===== src/ddr3_timing_regs.vh =====
// named constants for the DDR3 command-timing core
// assumes the core clock runs at 50 MHz and the memory clock is sampled by it
`ifndef DDR3_TIMING_REGS_VH
`define DDR3_TIMING_REGS_VH

// core clock period and derived refresh busy time
`define CLK_PERIOD_NS              20
`define REFRESH_CYCLE_TIME_NS      260
`define REFRESH_CYCLE_CLKS         ((`REFRESH_CYCLE_TIME_NS + `CLK_PERIOD_NS - 1) / `CLK_PERIOD_NS)

// refresh interval limits, in ns, for reference by the controller side
`define REFRESH_AVERAGE_INTERVAL_NORMAL_NS 7800
`define REFRESH_AVERAGE_INTERVAL_HOT_NS    3900

// write-leveling waits in memory clocks, kept by the controller side
`define LEVELING_STROBE_ENABLE_DELAY 25
`define LEVELING_FIRST_STROBE_DELAY  40

// memory-clock cycle counts, then burst beat counts and the upper-nibble start beat
`define TERM_HIGH_TIME_WRITE_EIGHT 3'h6
`define TERM_ON_LATENCY_OFFSET     5'h02
`define WRITE_START_OFFSET_EIGHT   5'h04
`define WRITE_START_OFFSET_CHOP    5'h02
`define SHORT_CAL_CK               7'h40
`define BEATS_EIGHT                4'h8
`define BEATS_CHOP                 4'h4
`define NIBBLE_UPPER_START         3'h4

// command codes on the command pins
`define CMD_NOP  3'h0
`define CMD_ACT  3'h1
`define CMD_PRE  3'h2
`define CMD_RD   3'h3
`define CMD_WR   3'h4
`define CMD_REF  3'h5
`define CMD_SHORT_IMPEDANCE_CALIBRATION 3'h6
`define CMD_MRS  3'h7

// calibration readout pattern levels on the data pins
`define READOUT_LOW  8'h00
`define READOUT_HIGH 8'hFF

`endif


===== src/sync_2ff.v =====
// two-stage synchroniser for a bus of independent levels
// assumes each bit is a slow level or is only used after edge finding
`timescale 1ns/1ps
module sync_2ff #(
  parameter WIDTH = 1
) (
  input  wire             clk_i,
  input  wire             resetn_i,
  input  wire [WIDTH-1:0] d_i,
  output wire [WIDTH-1:0] q_o
);
  reg [WIDTH-1:0] meta_q;
  reg [WIDTH-1:0] sync_q;

  // first stage feeds only the second stage
  always @(posedge clk_i or negedge resetn_i)
  begin
    if (!resetn_i)
    begin
      meta_q <= {WIDTH{1'b0}};
      sync_q <= {WIDTH{1'b0}};
    end
    else
    begin
      meta_q <= d_i;
      sync_q <= meta_q;
    end
  end

  assign q_o = sync_q;
endmodule


===== src/ddr3_timing_core.v =====
// DDR3 device-side command timing: write start, termination latency,
// refresh/row/calibration busy, power-down entry and calibration readout.
// assumes all pins are asynchronous to clk_i and the memory clock is slow
// enough (at least four core cycles per phase) to be sampled by clk_i.
`timescale 1ns/1ps
`include "ddr3_timing_regs.vh"
module ddr3_timing_core #(
  parameter PIPE_W      = 32,
  parameter ROW_BUSY_CK = 11
) (
  input  wire       clk_i,
  input  wire       resetn_i,
  input  wire       ck_i,
  input  wire       cke_i,
  input  wire [2:0] cmd_i,
  input  wire       on_die_termination_control_i,
  input  wire       burst_chop_four_i,
  input  wire       auto_precharge_i,
  input  wire       nibble_select_i,
  input  wire [3:0] write_latency_setting_i,
  input  wire [3:0] additive_latency_i,
  input  wire [3:0] read_latency_setting_i,
  input  wire       chop_fixed_i,
  input  wire       readout_enable_i,
  output wire       write_start_o,
  output wire       term_enable_o,
  output wire       busy_o,
  output wire       calibration_busy_o,
  output wire       powerdown_o,
  output wire [7:0] dq_o,
  output wire       dq_oe_o,
  output wire       term_short_o,
  output wire       refresh_early_o
);
  localparam SYNC_W = 23;
  localparam integer REF_BUSY_RAW = `REFRESH_CYCLE_CLKS;

  // one-hot tap for a delay of d memory-clock rises
  function [PIPE_W-1:0] tap;
    input [4:0] d;
    begin
      if (d == 5'h00)
        tap = {PIPE_W{1'b0}};
      else
        tap = {{(PIPE_W-1){1'b0}}, 1'b1} << (d - 5'h01);
    end
  endfunction

  wire [SYNC_W-1:0] sync_w;
  wire              ck_s;
  wire              cke_s;
  wire [2:0]        cmd_s;
  wire              odt_s;
  wire              chop_s;
  wire              ap_s;
  wire              a2_s;
  wire [3:0]        cwl_s;
  wire [3:0]        al_s;
  wire [3:0]        cl_s;
  wire              chop_fixed_s;
  wire              ro_en_s;

  sync_2ff #(
    .WIDTH (SYNC_W)
  ) u_sync (
    .clk_i    (clk_i),
    .resetn_i (resetn_i),
    .d_i      ({readout_enable_i, chop_fixed_i, read_latency_setting_i,
                additive_latency_i, write_latency_setting_i, nibble_select_i,
                auto_precharge_i, burst_chop_four_i, on_die_termination_control_i,
                cmd_i, cke_i, ck_i}),
    .q_o      (sync_w)
  );

  assign {ro_en_s, chop_fixed_s, cl_s, al_s, cwl_s, a2_s, ap_s, chop_s,
          odt_s, cmd_s, cke_s, ck_s} = sync_w;

  reg ck_prev_q;
  // memory-clock edges found on the synchronised copy; no timeout anywhere
  wire ck_rise = ck_s & ~ck_prev_q;
  wire ck_fall = ~ck_s & ck_prev_q;
  wire cmd_ok  = ck_rise & cke_s;

  // latency sums
  wire [4:0] wl       = {1'b0, cwl_s} + {1'b0, al_s};
  wire [4:0] rl       = {1'b0, cl_s} + {1'b0, al_s};
  wire [4:0] wr_delay = wl + (chop_fixed_s ? `WRITE_START_OFFSET_CHOP
                                           : `WRITE_START_OFFSET_EIGHT);
  wire [4:0] term_lat = (wl > `TERM_ON_LATENCY_OFFSET) ?
                        (wl - `TERM_ON_LATENCY_OFFSET) : 5'h00;

  reg [PIPE_W-1:0] wr_pend_q;
  reg [PIPE_W-1:0] rd_pend_q;
  reg [PIPE_W-1:0] term_hist_q;
  reg              write_start_q;
  reg              term_on_q;
  reg [2:0]        odt_cnt_q;
  reg              term_short_q;
  reg [4:0]        ref_cnt_q;
  reg              refresh_early_q;
  reg [7:0]        row_cnt_q;
  reg [6:0]        zq_cnt_q;
  reg              pd_req_q;
  reg              powerdown_q;
  reg [3:0]        beats_left_q;
  reg [2:0]        beat_q;
  reg              rd_nib_q;
  reg              rd_chop_q;
  reg [7:0]        dq_q;
  reg              dq_oe_q;

  wire is_wr   = cmd_ok & (cmd_s == `CMD_WR);
  wire is_rd   = cmd_ok & (cmd_s == `CMD_RD);
  wire is_ref  = cmd_ok & (cmd_s == `CMD_REF);
  wire is_act  = cmd_ok & (cmd_s == `CMD_ACT);
  wire is_pre  = cmd_ok & (cmd_s == `CMD_PRE);
  wire is_zq   = cmd_ok & (cmd_s == `CMD_SHORT_IMPEDANCE_CALIBRATION);
  wire row_op  = is_act | is_pre | ((is_rd | is_wr) & ap_s);
  wire busy    = (ref_cnt_q != 5'h00) | (row_cnt_q != 8'h00) | (zq_cnt_q != 7'h00);

  // write start and read latency pipelines, shifted on each rising clock edge
  always @(posedge clk_i or negedge resetn_i)
  begin
    if (!resetn_i)
    begin
      ck_prev_q     <= 1'b0;
      wr_pend_q     <= {PIPE_W{1'b0}};
      rd_pend_q     <= {PIPE_W{1'b0}};
      write_start_q <= 1'b0;
    end
    else
    begin
      ck_prev_q     <= ck_s;
      write_start_q <= ck_rise & wr_pend_q[0];
      if (ck_rise)
      begin
        wr_pend_q <= (wr_pend_q >> 1) | (is_wr ? tap(wr_delay) : {PIPE_W{1'b0}});
        rd_pend_q <= (rd_pend_q >> 1) | (is_rd ? tap(rl) : {PIPE_W{1'b0}});
      end
    end
  end

  // termination follows its control delayed by write latency minus two
  always @(posedge clk_i or negedge resetn_i)
  begin
    if (!resetn_i)
    begin
      term_hist_q  <= {PIPE_W{1'b0}};
      term_on_q    <= 1'b0;
      odt_cnt_q    <= 3'h0;
      term_short_q <= 1'b0;
    end
    else
    begin
      if (ck_rise)
        term_hist_q <= {term_hist_q[PIPE_W-2:0], odt_s};
      term_on_q <= term_hist_q[term_lat]; // bit n: sampled n rises before latest
      // flag termination dropped too early around an eight-beat write
      if (is_wr & ~chop_fixed_s & ~chop_s)
      begin
        odt_cnt_q <= `TERM_HIGH_TIME_WRITE_EIGHT - 3'h1;
        if (!odt_s)
          term_short_q <= 1'b1;
      end
      else if (ck_rise && odt_cnt_q != 3'h0)
      begin
        odt_cnt_q <= odt_cnt_q - 3'h1;
        if (!odt_s)
          term_short_q <= 1'b1;
      end
    end
  end

  // busy timers: refresh in core cycles, row and calibration in clock rises
  always @(posedge clk_i or negedge resetn_i)
  begin
    if (!resetn_i)
    begin
      ref_cnt_q       <= 5'h00;
      refresh_early_q <= 1'b0;
      row_cnt_q       <= 8'h00;
      zq_cnt_q        <= 7'h00;
    end
    else
    begin
      if ((is_ref | is_act) && ref_cnt_q != 5'h00)
        refresh_early_q <= 1'b1;
      if (is_ref)
        ref_cnt_q <= REF_BUSY_RAW[4:0];
      else if (ref_cnt_q != 5'h00)
        ref_cnt_q <= ref_cnt_q - 5'h01;
      if (row_op)
        row_cnt_q <= ROW_BUSY_CK[7:0];
      else if (ck_rise && row_cnt_q != 8'h00)
        row_cnt_q <= row_cnt_q - 8'h01;
      if (is_zq)
        zq_cnt_q <= `SHORT_CAL_CK;
      else if (ck_rise && zq_cnt_q != 7'h00)
        zq_cnt_q <= zq_cnt_q - 7'h01;
    end
  end

  // clock enable low is taken at the next clock rise; low power waits for the refresh, row and calibration timers to clear
  always @(posedge clk_i or negedge resetn_i)
  begin
    if (!resetn_i)
    begin
      pd_req_q    <= 1'b0;
      powerdown_q <= 1'b0;
    end
    else
    begin
      if (ck_rise)
        pd_req_q <= ~cke_s;
      powerdown_q <= pd_req_q & ~busy;
    end
  end

  // calibration readout burst, one beat per clock edge
  always @(posedge clk_i or negedge resetn_i)
  begin
    if (!resetn_i)
    begin
      beats_left_q <= 4'h0;
      beat_q       <= 3'h0;
      rd_nib_q     <= 1'b0;
      rd_chop_q    <= 1'b0;
      dq_q         <= `READOUT_LOW;
      dq_oe_q      <= 1'b0;
    end
    else
    begin
      if (is_rd)
      begin
        rd_nib_q  <= a2_s;
        rd_chop_q <= chop_fixed_s | chop_s;
      end
      if (ck_rise && rd_pend_q[0] && ro_en_s)
      begin
        beats_left_q <= (rd_chop_q ? `BEATS_CHOP : `BEATS_EIGHT) - 4'h1;
        beat_q       <= rd_nib_q ? `NIBBLE_UPPER_START : 3'h0;
        dq_q         <= `READOUT_LOW;
        dq_oe_q      <= 1'b1;
      end
      else if ((ck_rise | ck_fall) && dq_oe_q)
      begin
        if (beats_left_q == 4'h0)
        begin
          dq_oe_q <= 1'b0;
          dq_q    <= `READOUT_LOW;
        end
        else
        begin
          beats_left_q <= beats_left_q - 4'h1;
          beat_q       <= beat_q + 3'h1;
          // pattern bit is the low bit of the beat number
          dq_q <= beat_q[0] ? `READOUT_LOW : `READOUT_HIGH;
        end
      end
    end
  end

  assign write_start_o      = write_start_q;
  assign term_enable_o      = term_on_q;
  assign busy_o             = busy;
  assign calibration_busy_o = (zq_cnt_q != 7'h00);
  assign powerdown_o        = powerdown_q;
  assign dq_o               = dq_q;
  assign dq_oe_o            = dq_oe_q;
  assign term_short_o       = term_short_q;
  assign refresh_early_o    = refresh_early_q;
endmodule


===== config.mk =====
export PLATFORM = sky130hd
export DESIGN_NAME = ddr3_timing_core
export DESIGN_NICKNAME = d
export VERILOG_FILES = /design/src/sync_2ff.v /design/src/ddr3_timing_core.v
export VERILOG_INCLUDE_DIRS = /design/src
export SDC_FILE = /design/constraint.sdc
export NUM_CORES = 1
export LEC_CHECK = 0
export ABC_AREA = 1
export BUFFER_PORTS_ARGS = -buffer_cell sky130_fd_sc_hd__buf_2
export CORE_AREA = 2 2 127 129
export CTS_CLUSTER_SIZE = 24
export DETAILED_ROUTE_END_ITERATION = 12
export DIE_AREA = 0 0 129 131
export PLACE_DENSITY_LB_ADDON = 0.12
export SYNTH_ARGS = -nofsm -noshare
export SYNTH_HDL_FRONTEND = slang
export SYNTH_SLANG_ARGS = --single-unit

===== constraint.sdc =====
create_clock -name clk_i -period 2.6 [get_ports clk_i]
set_input_delay 0.52 -clock clk_i [delete_from_list [all_inputs] [get_ports clk_i]]
set_output_delay 0.52 -clock clk_i [all_outputs]
set_load 0.01 [all_outputs]

==> results of run 1 <==
state kept, by name, summed over array words and instances (netlist names), 3 cells and up:
| signal | flops |
|---|---|
| rd_pend_q | 32 |
| term_hist_q | 32 |
| wr_pend_q | 32 |
| u_sync.meta_q | 22 |
| u_sync.q_o | 22 |
| row_cnt_q | 8 |
| zq_cnt_q | 7 |
| ref_cnt_q | 5 |
| beats_left_q | 4 |
| odt_cnt_q | 3 |
power groups by stage:
stage          combinational [mW]  clock (mW)  sequential, mW
2_1_floorplan                1.44           0            3.56
5_1_grt                      2.54        2.70            3.62
6_report                     2.24        2.52            3.56
3_3_place_gp                 1.91           0            3.59
4_1_cts                      2.08        2.56            3.56
3_5_place_dp                 1.96           0            3.60
per-layer routing:
metal | global-route usage (%) | share of wire [%] | wire length, um
met4 | 6.14 | 1.4 | 244
met1 | 29.9 | 48 | 8150
met2 | 34.1 | 47 | 8040
met3 | 4.89 | 4.1 | 706
met5 | 0 | 0 | 0
kinds of logic (layout without fill, tap and decap cells):
kind of cell / after synthesis / in the layout / share of synthesized area, %
AOI/OAI and AO/OA: 158 / 158 / 10.8
xor gates and xnor gates: 6 / 6 / 0.855
adders and majority gates: 23 / 23 / 3.72
buffers and inverters: 162 / 261 / 8.15
DFF: 178 / 178 / 53.4
muxes: 1 / 1 / 0.135
and+or+nand+nor: 413 / 414 / 22.9
path summary, 6_finish.rpt:
check                                               start                 to  slack, ns  cells after the start
worst max-delay path                       u_sync.q_o[13]      wr_pend_q[22]      -0.16                     15
worst min-delay path                             resetn_i            dq_o[6]       0.08                      1
worst max register to register             u_sync.q_o[13]      wr_pend_q[22]      -0.16                     15
worst min register to register           u_sync.meta_q[9]      u_sync.q_o[9]       0.35                      0
max in group asynchronous                        resetn_i   u_sync.meta_q[2]       1.82                      2
min in group clk_i              read_latency_setting_i[3]  u_sync.meta_q[20]       0.19                      1
final cells by class:
class	count	area, sq um	area share [%]
clock buffers	20	447	4.36
multi-input cells	602	3570	34.9
inverters	121	463	4.52
well taps	216	270	2.64
clock inverters	12	134	1.31
flip-flops and latches	178	4450	43.5
repair buffers	108	896	8.75
critical path: cells and delay by family (launching register included):
family          cells  cell delay (ns)
fa+ha+maj           4             1.25
flops               1             0.38
buf+inv             4             0.32
compound gates      1             0.20
simple gates        6             0.51
synthesized netlist by cell type (all sizes together):
library cell	count
dfrtp	178
nand2	159
nor2	145
inv	119
o21ai	66
nand3	53
a21oi	45
nand4	33
a31oi	22
clkbuf	21
buf	20
ha	20
nor3	15
a22oi	12
or2	6
xor2	5
o211ai	4
fa	3
a211oi	2
clkinv	2
o21a	2
o21bai	2
a211o	1
a31o	1
and2	1
mux2	1
nand3b	1
o22ai	1
xnor2	1
repair_timing:
action                     4_1_cts  5_1_grt
cloned                           3        2
setup endpoints to repair       30       51
pin swaps                       21       28
setup buffers                    8       10
hold buffers                     0        0
resized for setup               29       71
metrics by stage:
step	hold slack (ns)	TNS (ns)
floorplan	0.224	-4.91
global placement	0.333	-5.79
detailed placement	0.335	-7.78
CTS	0.103	-2.68
global route	0.119	-5.36
finish	0.0839	-1.93
==> run_results.csv, run 1 <==
group,metric,value,unit
status,status,"complete, but fails checks",
status,violations,"negative setup slack",
cells_and_area,drive_gt1_share,24.3,%
global_route,grt_pass1_vias,6069,
logic_synthesis,synth_top_area_share,53.4,%
drt,firstDrtPassIters,5,
floorplan,rows,46,
clock_tree,cts_buffers,17,
clock_tree,cts_tree,"built",
drt,wirelength,17.1,mm
setup_path,worst_setup_path_end_kind,"flip-flop",
pwr,power_density,812,nW/um^2
logic_synthesis,ys_seq_area_share,53.4,%
setup_path,crit_required,2.94,ns
setup_path,slowest_delay,0.57,ns
clock_tree,cts_sinks,178,
timing,setup_viol,26,
clock_tree,clk_pin_slew,0.06,ns
timing,drv_slew,0,
pwr,seq_power_share,42.8,%
timing,tightestPinTransition,0.591,ns
floorplan,start_util,53.5,%
drt,via_per_inst,5.13,
timing,finalClockSkew,0.00820,ns
timing,relSlewSlack,60.6,%
place,post-dp-hpwl,11.2,mm
clock_tree,clk_latency,0.43,ns
cells_and_area,syn_to_final_growth,22.8,%
logic_synthesis,syn-cell-area,8340,sq um
pwr,internal-power,5.67,mW
drt,wl_per_cell,13.6,um
cells_and_area,num-nets-final,1076,
place,place_inst,1205,
drt,drt-initial-drc-count,445,
pwr,p_sw_share,31.7,%
global_route,grt_overflow_total,0,
timing,max_freq,362,MHz
floorplan,dieArea,16900,sq um
logic_synthesis,synth.area.top_cells,"dfrtp_1 (53%), nand2_1 (6.6%), nor2_1 (6.3%)",
cells_and_area,antenna_cells,0,
setup_path,path_class,"reg2reg",
pwr,switchingPower,2.64,mW
global_route,grt_use_total,21.5,%
logic_synthesis,synth-seq-cells,178,
pwr,p_clk_share,30.3,%
setup_path,worst-path-max-fanout,7,
floorplan,ios,41,
drt,ant_nets,0,
hold_path,hold_path.class,"in2async",
place,pre_cts_ws,-0.354,ns
logic_synthesis,synth_nets,989,
logic_synthesis,synth.avg_cell_area,8.86,sq um
cells_and_area,final_cell_mix,"dfrtp_1 (178), nand2_1 (132), nor2_1 (125), inv_1 (108), o21ai_0 (59)",
timing,rsz0062_at_grt,"yes",
global_route,grt_start_max_net_pins,62,
pwr,p_leak,4.72,nW
clock_tree,cts_root_buf,"clkbuf_16",
pwr,fin_total_pwr,8.31,mW
drt,vias,6446,
timing,period_share,106,%
logic_synthesis,yosysWarnings,0,
logic_synthesis,yosys.area.top_type,"dfrtp_1",
run,drv_cap,0,
setup_path,crit_slowest_cell,"fa_2",
setup_path,arrival,3.10,ns
floorplan,core_area,15600,sq um
clock_tree,ctsLongestPathBuffers,2,
cells_and_area,fin_area,10200,sq um
setup_path,crit_top_cell,"nand2_4",
logic_synthesis,syn_inst,941,
pwr,ir_worst_vdd,763,uV
place,gp_congestion,0.880,
global_route,grt_first_pass_wirelength,28.6,mm
global_route,antenna_found_initial,0,
floorplan,die_h,131,um
place,dpl_cell_area,9070,sq um
logic_synthesis,ys_types,48,
floorplan,die_w,129,um
cells_and_area,final_common_cell,"dfrtp_1",
cells_and_area,nFillCells,1280,
setup_path,crit_chain,"ha_2, fa_2, ha_4, inv_2, fa_2, inv_2, nand2_2, nand2_4, inv_6, nand2_4, nand2_4, nor3_4, buf_6, nand2_2, a31oi_2",
cells_and_area,final_util,65.6,%
timing,fin_ws,-0.161,ns
place,io_buffers,39,
timing,hold_violations,0,
clock_tree,htree_num_levels,4,
cells_and_area,stdcell_count,1257,
drt,remaining_drc_errors,0,
timing,layout_min_cycle_time,2.76,ns
pwr,power_frac_comb,26.9,%
setup_path,crit_path_start_kind,"flip-flop",
Power figures use the tool's default switching activity.
==> run 2: changes to the inputs <==
- SETUP_SLACK_MARGIN: unset -> 0.05
==> run_results.csv, run 2 (synthesized netlist as in run 1, its figures left out) <==
group,metric,value,unit
floorplan,core_area,15600,sq um
pwr,internal-power,5.67,mW
cells_and_area,final_cell_mix,"dfrtp_1 (178), nand2_1 (133), nor2_1 (124), inv_1 (111), o21ai_0 (59)",
drt,drt-initial-drc-count,394,
hold_path,hold_path.class,"in2async",
drt,ant_nets,0,
drt,remaining_drc_errors,0,
drt,wl_per_cell,13.7,um
drt,firstDrtPassIters,5,
timing,max_freq,370,MHz
clock_tree,cts_sinks,178,
timing,holdWs,0.0796,ns
setup_path,crit_path_start_kind,"flip-flop",
setup_path,crit_required,2.88,ns
timing,rsz0062_at_grt,"yes",
timing,fin_ws,-0.101,ns
pwr,seq_power_share,42.8,%
floorplan,start_util,53.5,%
place,post-dp-hpwl,11.4,mm
drt,vias,6424,
global_route,grt_pass1_vias,6080,
cells_and_area,syn_to_final_growth,20.5,%
pwr,ir_worst_vdd,508,uV
timing,period_share,104,%
cells_and_area,drive_gt1_share,23.5,%
timing,drv_slew,0,
drt,wirelength,17.1,mm
timing,setup_viol,31,
floorplan,ios,41,
pwr,p_leak,4.64,nW
timing,relSlewSlack,49.1,%
clock_tree,cts_tree,"built",
pwr,p_clk_share,31.6,%
pwr,power_frac_comb,25.7,%
setup_path,arrival,2.98,ns
setup_path,r2r_end,"wr_pend_q[1]",
place,pre_cts_ws,-0.300,ns
clock_tree,clk_pin_slew,0.06,ns
cells_and_area,final_util,64.4,%
clock_tree,ctsLongestPathBuffers,2,
cells_and_area,antenna_cells,0,
setup_path,r2r_setup_slack,-0.10,ns
timing,finalClockSkew,0.0107,ns
global_route,grt_first_pass_wirelength,29.4,mm
setup_path,worst-path-max-fanout,7,
clock_tree,clk_latency,0.43,ns
timing,tightestPinTransition,0.763,ns
floorplan,die_w,129,um
global_route,grt_use_total,22.0,%
global_route,grt_start_max_net_pins,75,
pwr,switchingPower,2.66,mW
place,gp_congestion,0.853,
setup_path,path_class,"reg2reg",
clock_tree,hold_buffers,0,
cells_and_area,num-nets-final,1069,
timing,hold_violations,0,
setup_path,worst_setup_path_end_kind,"flip-flop",
cells_and_area,final_common_cell,"dfrtp_1",
clock_tree,htree_num_levels,4,
pwr,p_sw_share,32.0,%
cells_and_area,largestRegisters,"rd_pend_q x32, term_hist_q x32, wr_pend_q x32",
setup_path,rr_startpoint,"u_sync.q_o[13]",
floorplan,dieArea,16900,sq um
clock_tree,cts_root_buf,"clkbuf_16",
drt,via_per_inst,5.14,
timing,layout_min_cycle_time,2.70,ns
clock_tree,cts_buffers,17,
run,drv_cap,0,
global_route,grt_overflow_total,0,
status,status,"complete, but fails checks",
place,io_buffers,39,
pwr,fin_total_pwr,8.34,mW
floorplan,die_h,131,um
pwr,power_density,830,nW/um^2
global_route,antenna_found_initial,0,
floorplan,rows,46,
setup_path,rr_worst_depth,14,
status,violations,"negative setup slack",
run 2: power by group through the flow:
stage	registers (mW)	clock network [mW]	logic, mW
2_1_floorplan	3.56	0	1.45
3_3_place_gp	3.59	0	1.91
3_5_place_dp	3.61	0	1.97
4_1_cts	3.56	2.67	2.08
5_1_grt	3.63	2.80	2.45
6_report	3.57	2.63	2.14
run 2: per-layer routing:
layer	part of all wire, %	vias up	global-route usage (%)
li1	-	3217	-
met1	47	3081	31.9
met2	48	109	33.6
met3	3.7	17	4.48
met4	1.2	0	6.59
met5	0	-	0
run 2: worst max-delay path, cell delays in order (launching register included):
cell	delay, ns
dfrtp_1	0.38
ha_2	0.19
fa_2	0.34
or2_4	0.25
nand2_4	0.09
inv_4	0.04
ha_4	0.21
a21oi_4	0.16
nor2_4	0.07
xor2_4	0.16
buf_4	0.14
buf_6	0.11
or2_4	0.27
nand4_1	0.08
a31oi_1	0.07
run 2: layout make-up:
cell class / instances / area [sq um]
clock buffer: 17 / 425
fill: 1349 / 5550
inverter: 121 / 467
timing repair buffer: 101 / 719
sequential: 178 / 4450
clock inverter: 15 / 179
tap: 216 / 270
multi-input combinational: 602 / 3530
run 2: worst max path at each step:
stage,startpoint,to,slack [ns],cells after the start
final,u_sync.q_o[13],wr_pend_q[1],-0.10,14
after global routing,u_sync.q_o[13],wr_pend_q[26],-0.22,14
after CTS,u_sync.q_o[13],wr_pend_q[28],-0.12,15
after detailed placement,u_sync.q_o[13],wr_pend_q[1],-0.30,12
after global placement,u_sync.q_o[13],wr_pend_q[2],-0.27,12
after floorplan,u_sync.q_o[13],wr_pend_q[10],-0.22,13
run 2: repair_timing:
| action | in CTS | in global routing |
|---|---|---|
| gates resized for setup | 30 | 51 |
| endpoints found under the setup margin | 31 | 62 |
| pin swaps | 23 | 20 |
| gates cloned | 3 | 2 |
| buffers inserted | 10 | 6 |
run 2: stage by stage:
| step | instances | setup TNS, ns | instance area, sq um |
|---|---|---|---|
| floorplan | 941 | -4.91 | 8390 |
| global placement | 1205 | -5.70 | 9060 |
| detailed placement | 1205 | -7.08 | 9060 |
| CTS | 1249 | -1.75 | 9930 |
| global route | 1250 | -5.47 | 10000 |
| finish | 1250 | -1.37 | 10000 |
==> run 3: changes to the inputs <==
- CORE_AREA: 2 2 127 129 -> 2 2 124 126
- CTS_BUF_LIST: unset -> sky130_fd_sc_hd__clkbuf_2 sky130_fd_sc_hd__clkbuf_4 sky130_fd_sc_hd__clkbuf_8
- DIE_AREA: 0 0 129 131 -> 0 0 126 128
- GPL_TIMING_DRIVEN: unset -> 0
- HOLD_SLACK_MARGIN: unset -> 0.06
==> run_results.csv, run 3 (synthesized netlist as in run 1, its figures left out) <==
group,metric,value,unit
status,status,"complete, but fails checks",
status,violations,"negative setup slack",
timing,layout_min_cycle_time,2.86,ns
drt,wl_per_cell,14.8,um
setup_path,crit_slowest_cell,"dfrtp_1",
floorplan,start_util,56.1,%
cells_and_area,final_common_cell,"dfrtp_1",
place,gp_congestion,0.941,
cells_and_area,final_cell_mix,"dfrtp_1 (178), nand2_1 (136), nor2_1 (131), inv_1 (111), o21ai_0 (59)",
clock_tree,htree_num_levels,4,
timing,max_freq,349,MHz
drt,wirelength,18.3,mm
timing,holdWs,0.153,ns
cells_and_area,stdcell_count,1236,
floorplan,core_area,14900,sq um
drt,drt-initial-drc-count,687,
clock_tree,cts_sinks,178,
clock_tree,cts_root_buf,"clkbuf_8",
setup_path,worst-path-max-fanout,5,
timing,finalClockSkew,0.0127,ns
place,pre_cts_ws,-0.632,ns
floorplan,rows,45,
setup_path,crit_required,2.99,ns
timing,drv_slew,0,
timing,hold_violations,0,
setup_path,cp.buffers_inverters,2,
cells_and_area,drive_gt1_share,21.0,%
place,io_buffers,39,
cells_and_area,num-nets-final,1083,
timing,setup_viol,31,
cells_and_area,fin_area,9860,sq um
drt,firstDrtPassIters,5,
setup_path,crit_chain,"ha_2, fa_2, or2_4, nand2_8, inv_4, ha_4, a21oi_4, nor2_4, xor2_4, nand2_4, nor3_4, buf_6, nand2_2, a31oi_1",
setup_path,cp_top_family,"simple AND/OR/NAND/NOR gates",
run,drv_cap,0,
pwr,ir_worst_vdd,636,uV
global_route,antenna_found_initial,0,
timing,finalSetupTns,-6.40,ns
timing,fin_ws,-0.264,ns
setup_path,crit_path_start_kind,"flip-flop",
timing,relSlewSlack,55.8,%
place,post-dp-hpwl,12.2,mm
global_route,grt_pass1_vias,6143,
timing,rsz0062_at_grt,"yes",
drt,vias,6655,
cells_and_area,antenna_cells,0,
clock_tree,ctsLongestPathBuffers,2,
place,dpl_cell_area,8860,sq um
floorplan,die_h,128,um
setup_path,worst_setup_path_end_kind,"flip-flop",
pwr,fin_total_pwr,7.77,mW
setup_path,slowest_delay,0.41,ns
clock_tree,cts_tree,"built",
timing,tightestPinTransition,0.663,ns
global_route,grt_first_pass_wirelength,30.2,mm
cells_and_area,largestRegisters,"rd_pend_q x32, term_hist_q x32, wr_pend_q x32",
pwr,p_leak,4.56,nW
cells_and_area,final_util,66.4,%
global_route,grt_overflow_total,0,
setup_path,rr_startpoint,"u_sync.q_o[13]",
drt,remaining_drc_errors,0,
clock_tree,cts_buffers,17,
global_route,grt_start_max_net_pins,97,
place,place_inst,1169,
clock_tree,clk_pin_slew,0.09,ns
cells_and_area,syn_to_final_growth,18.3,%
clock_tree,clk_latency,0.46,ns
floorplan,ios,41,
hold_path,hold_path.class,"in2reg",
pwr,power_density,787,nW/um^2
drt,via_per_inst,5.38,
setup_path,arrival,3.25,ns
drt,ant_nets,0,
setup_path,startpoint,"u_sync.q_o[13]",
setup_path,path_class,"reg2reg",
floorplan,dieArea,16100,sq um
floorplan,die_w,126,um
timing,period_share,110,%
hold_path,hp-start,"ck_i",
global_route,grt_use_total,23.5,%
==> run 3: final cells by class <==
| type | instances | area (sq um) |
|---|---|---|
| inverter | 121 | 467 |
| multi-input combinational | 601 | 3510 |
| sequential | 178 | 4450 |
| buffer | 41 | 229 |
| clock buffer | 20 | 263 |
| clock inverter | 12 | 169 |
| tap | 188 | 235 |
| fill | 1251 | 5000 |
| timing repair buffer | 75 | 537 |
==> run 3: timing repair <==
action | in CTS | in global routing
resized for setup | 33 | 41
hold buffers | 1 | 0
pin swaps | 19 | 17
buffers inserted | 18 | 15
endpoints found under the hold margin | 19 | 0
setup endpoints to repair | 36 | 59
cloned | 2 | 1
==> run 3: routing by layer <==
metal | vias to the layer above | track usage, % | routed length (um)
met3 | 21 | 5.84 | 1120
met4 | 0 | 5.69 | 202
met2 | 200 | 37.1 | 8850
met1 | 3185 | 33.0 | 8160
met5 | - | 0 | 0
li1 | 3249 | - | -
==> run 3: worst reg2reg max path, cell delays in order, from the launching register on <==
cell     delay [ns]
dfrtp_1        0.41
ha_2           0.20
fa_2           0.35
or2_4          0.27
nand2_8        0.08
inv_4          0.04
ha_4           0.26
a21oi_4        0.06
nor2_4         0.15
xor2_4         0.23
nand2_4        0.11
nor3_4         0.26
buf_6          0.16
nand2_2        0.05
a31oi_1        0.17
==> run 3: power breakdown <==
group | switching [mW] | total, mW | internal, mW
logic | 1.27 | 2.15 | 0.872
registers | 0.279 | 3.56 | 3.28
clock network | 1.04 | 2.06 | 1.02
total | 2.59 | 7.77 | 5.18
==> run 3: final timing paths <==
path / end / slack (ns) / cells after the start
min in group asynchronous: dq_o[6] / 0.63 / 2
max in group asynchronous: u_sync.meta_q[20] / 1.11 / 3
worst max register to register: wr_pend_q[22] / -0.26 / 14
worst min-delay path: u_sync.meta_q[0] / 0.15 / 1
worst max-delay path: wr_pend_q[22] / -0.26 / 14
worst min register to register: u_sync.q_o[9] / 0.35 / 0
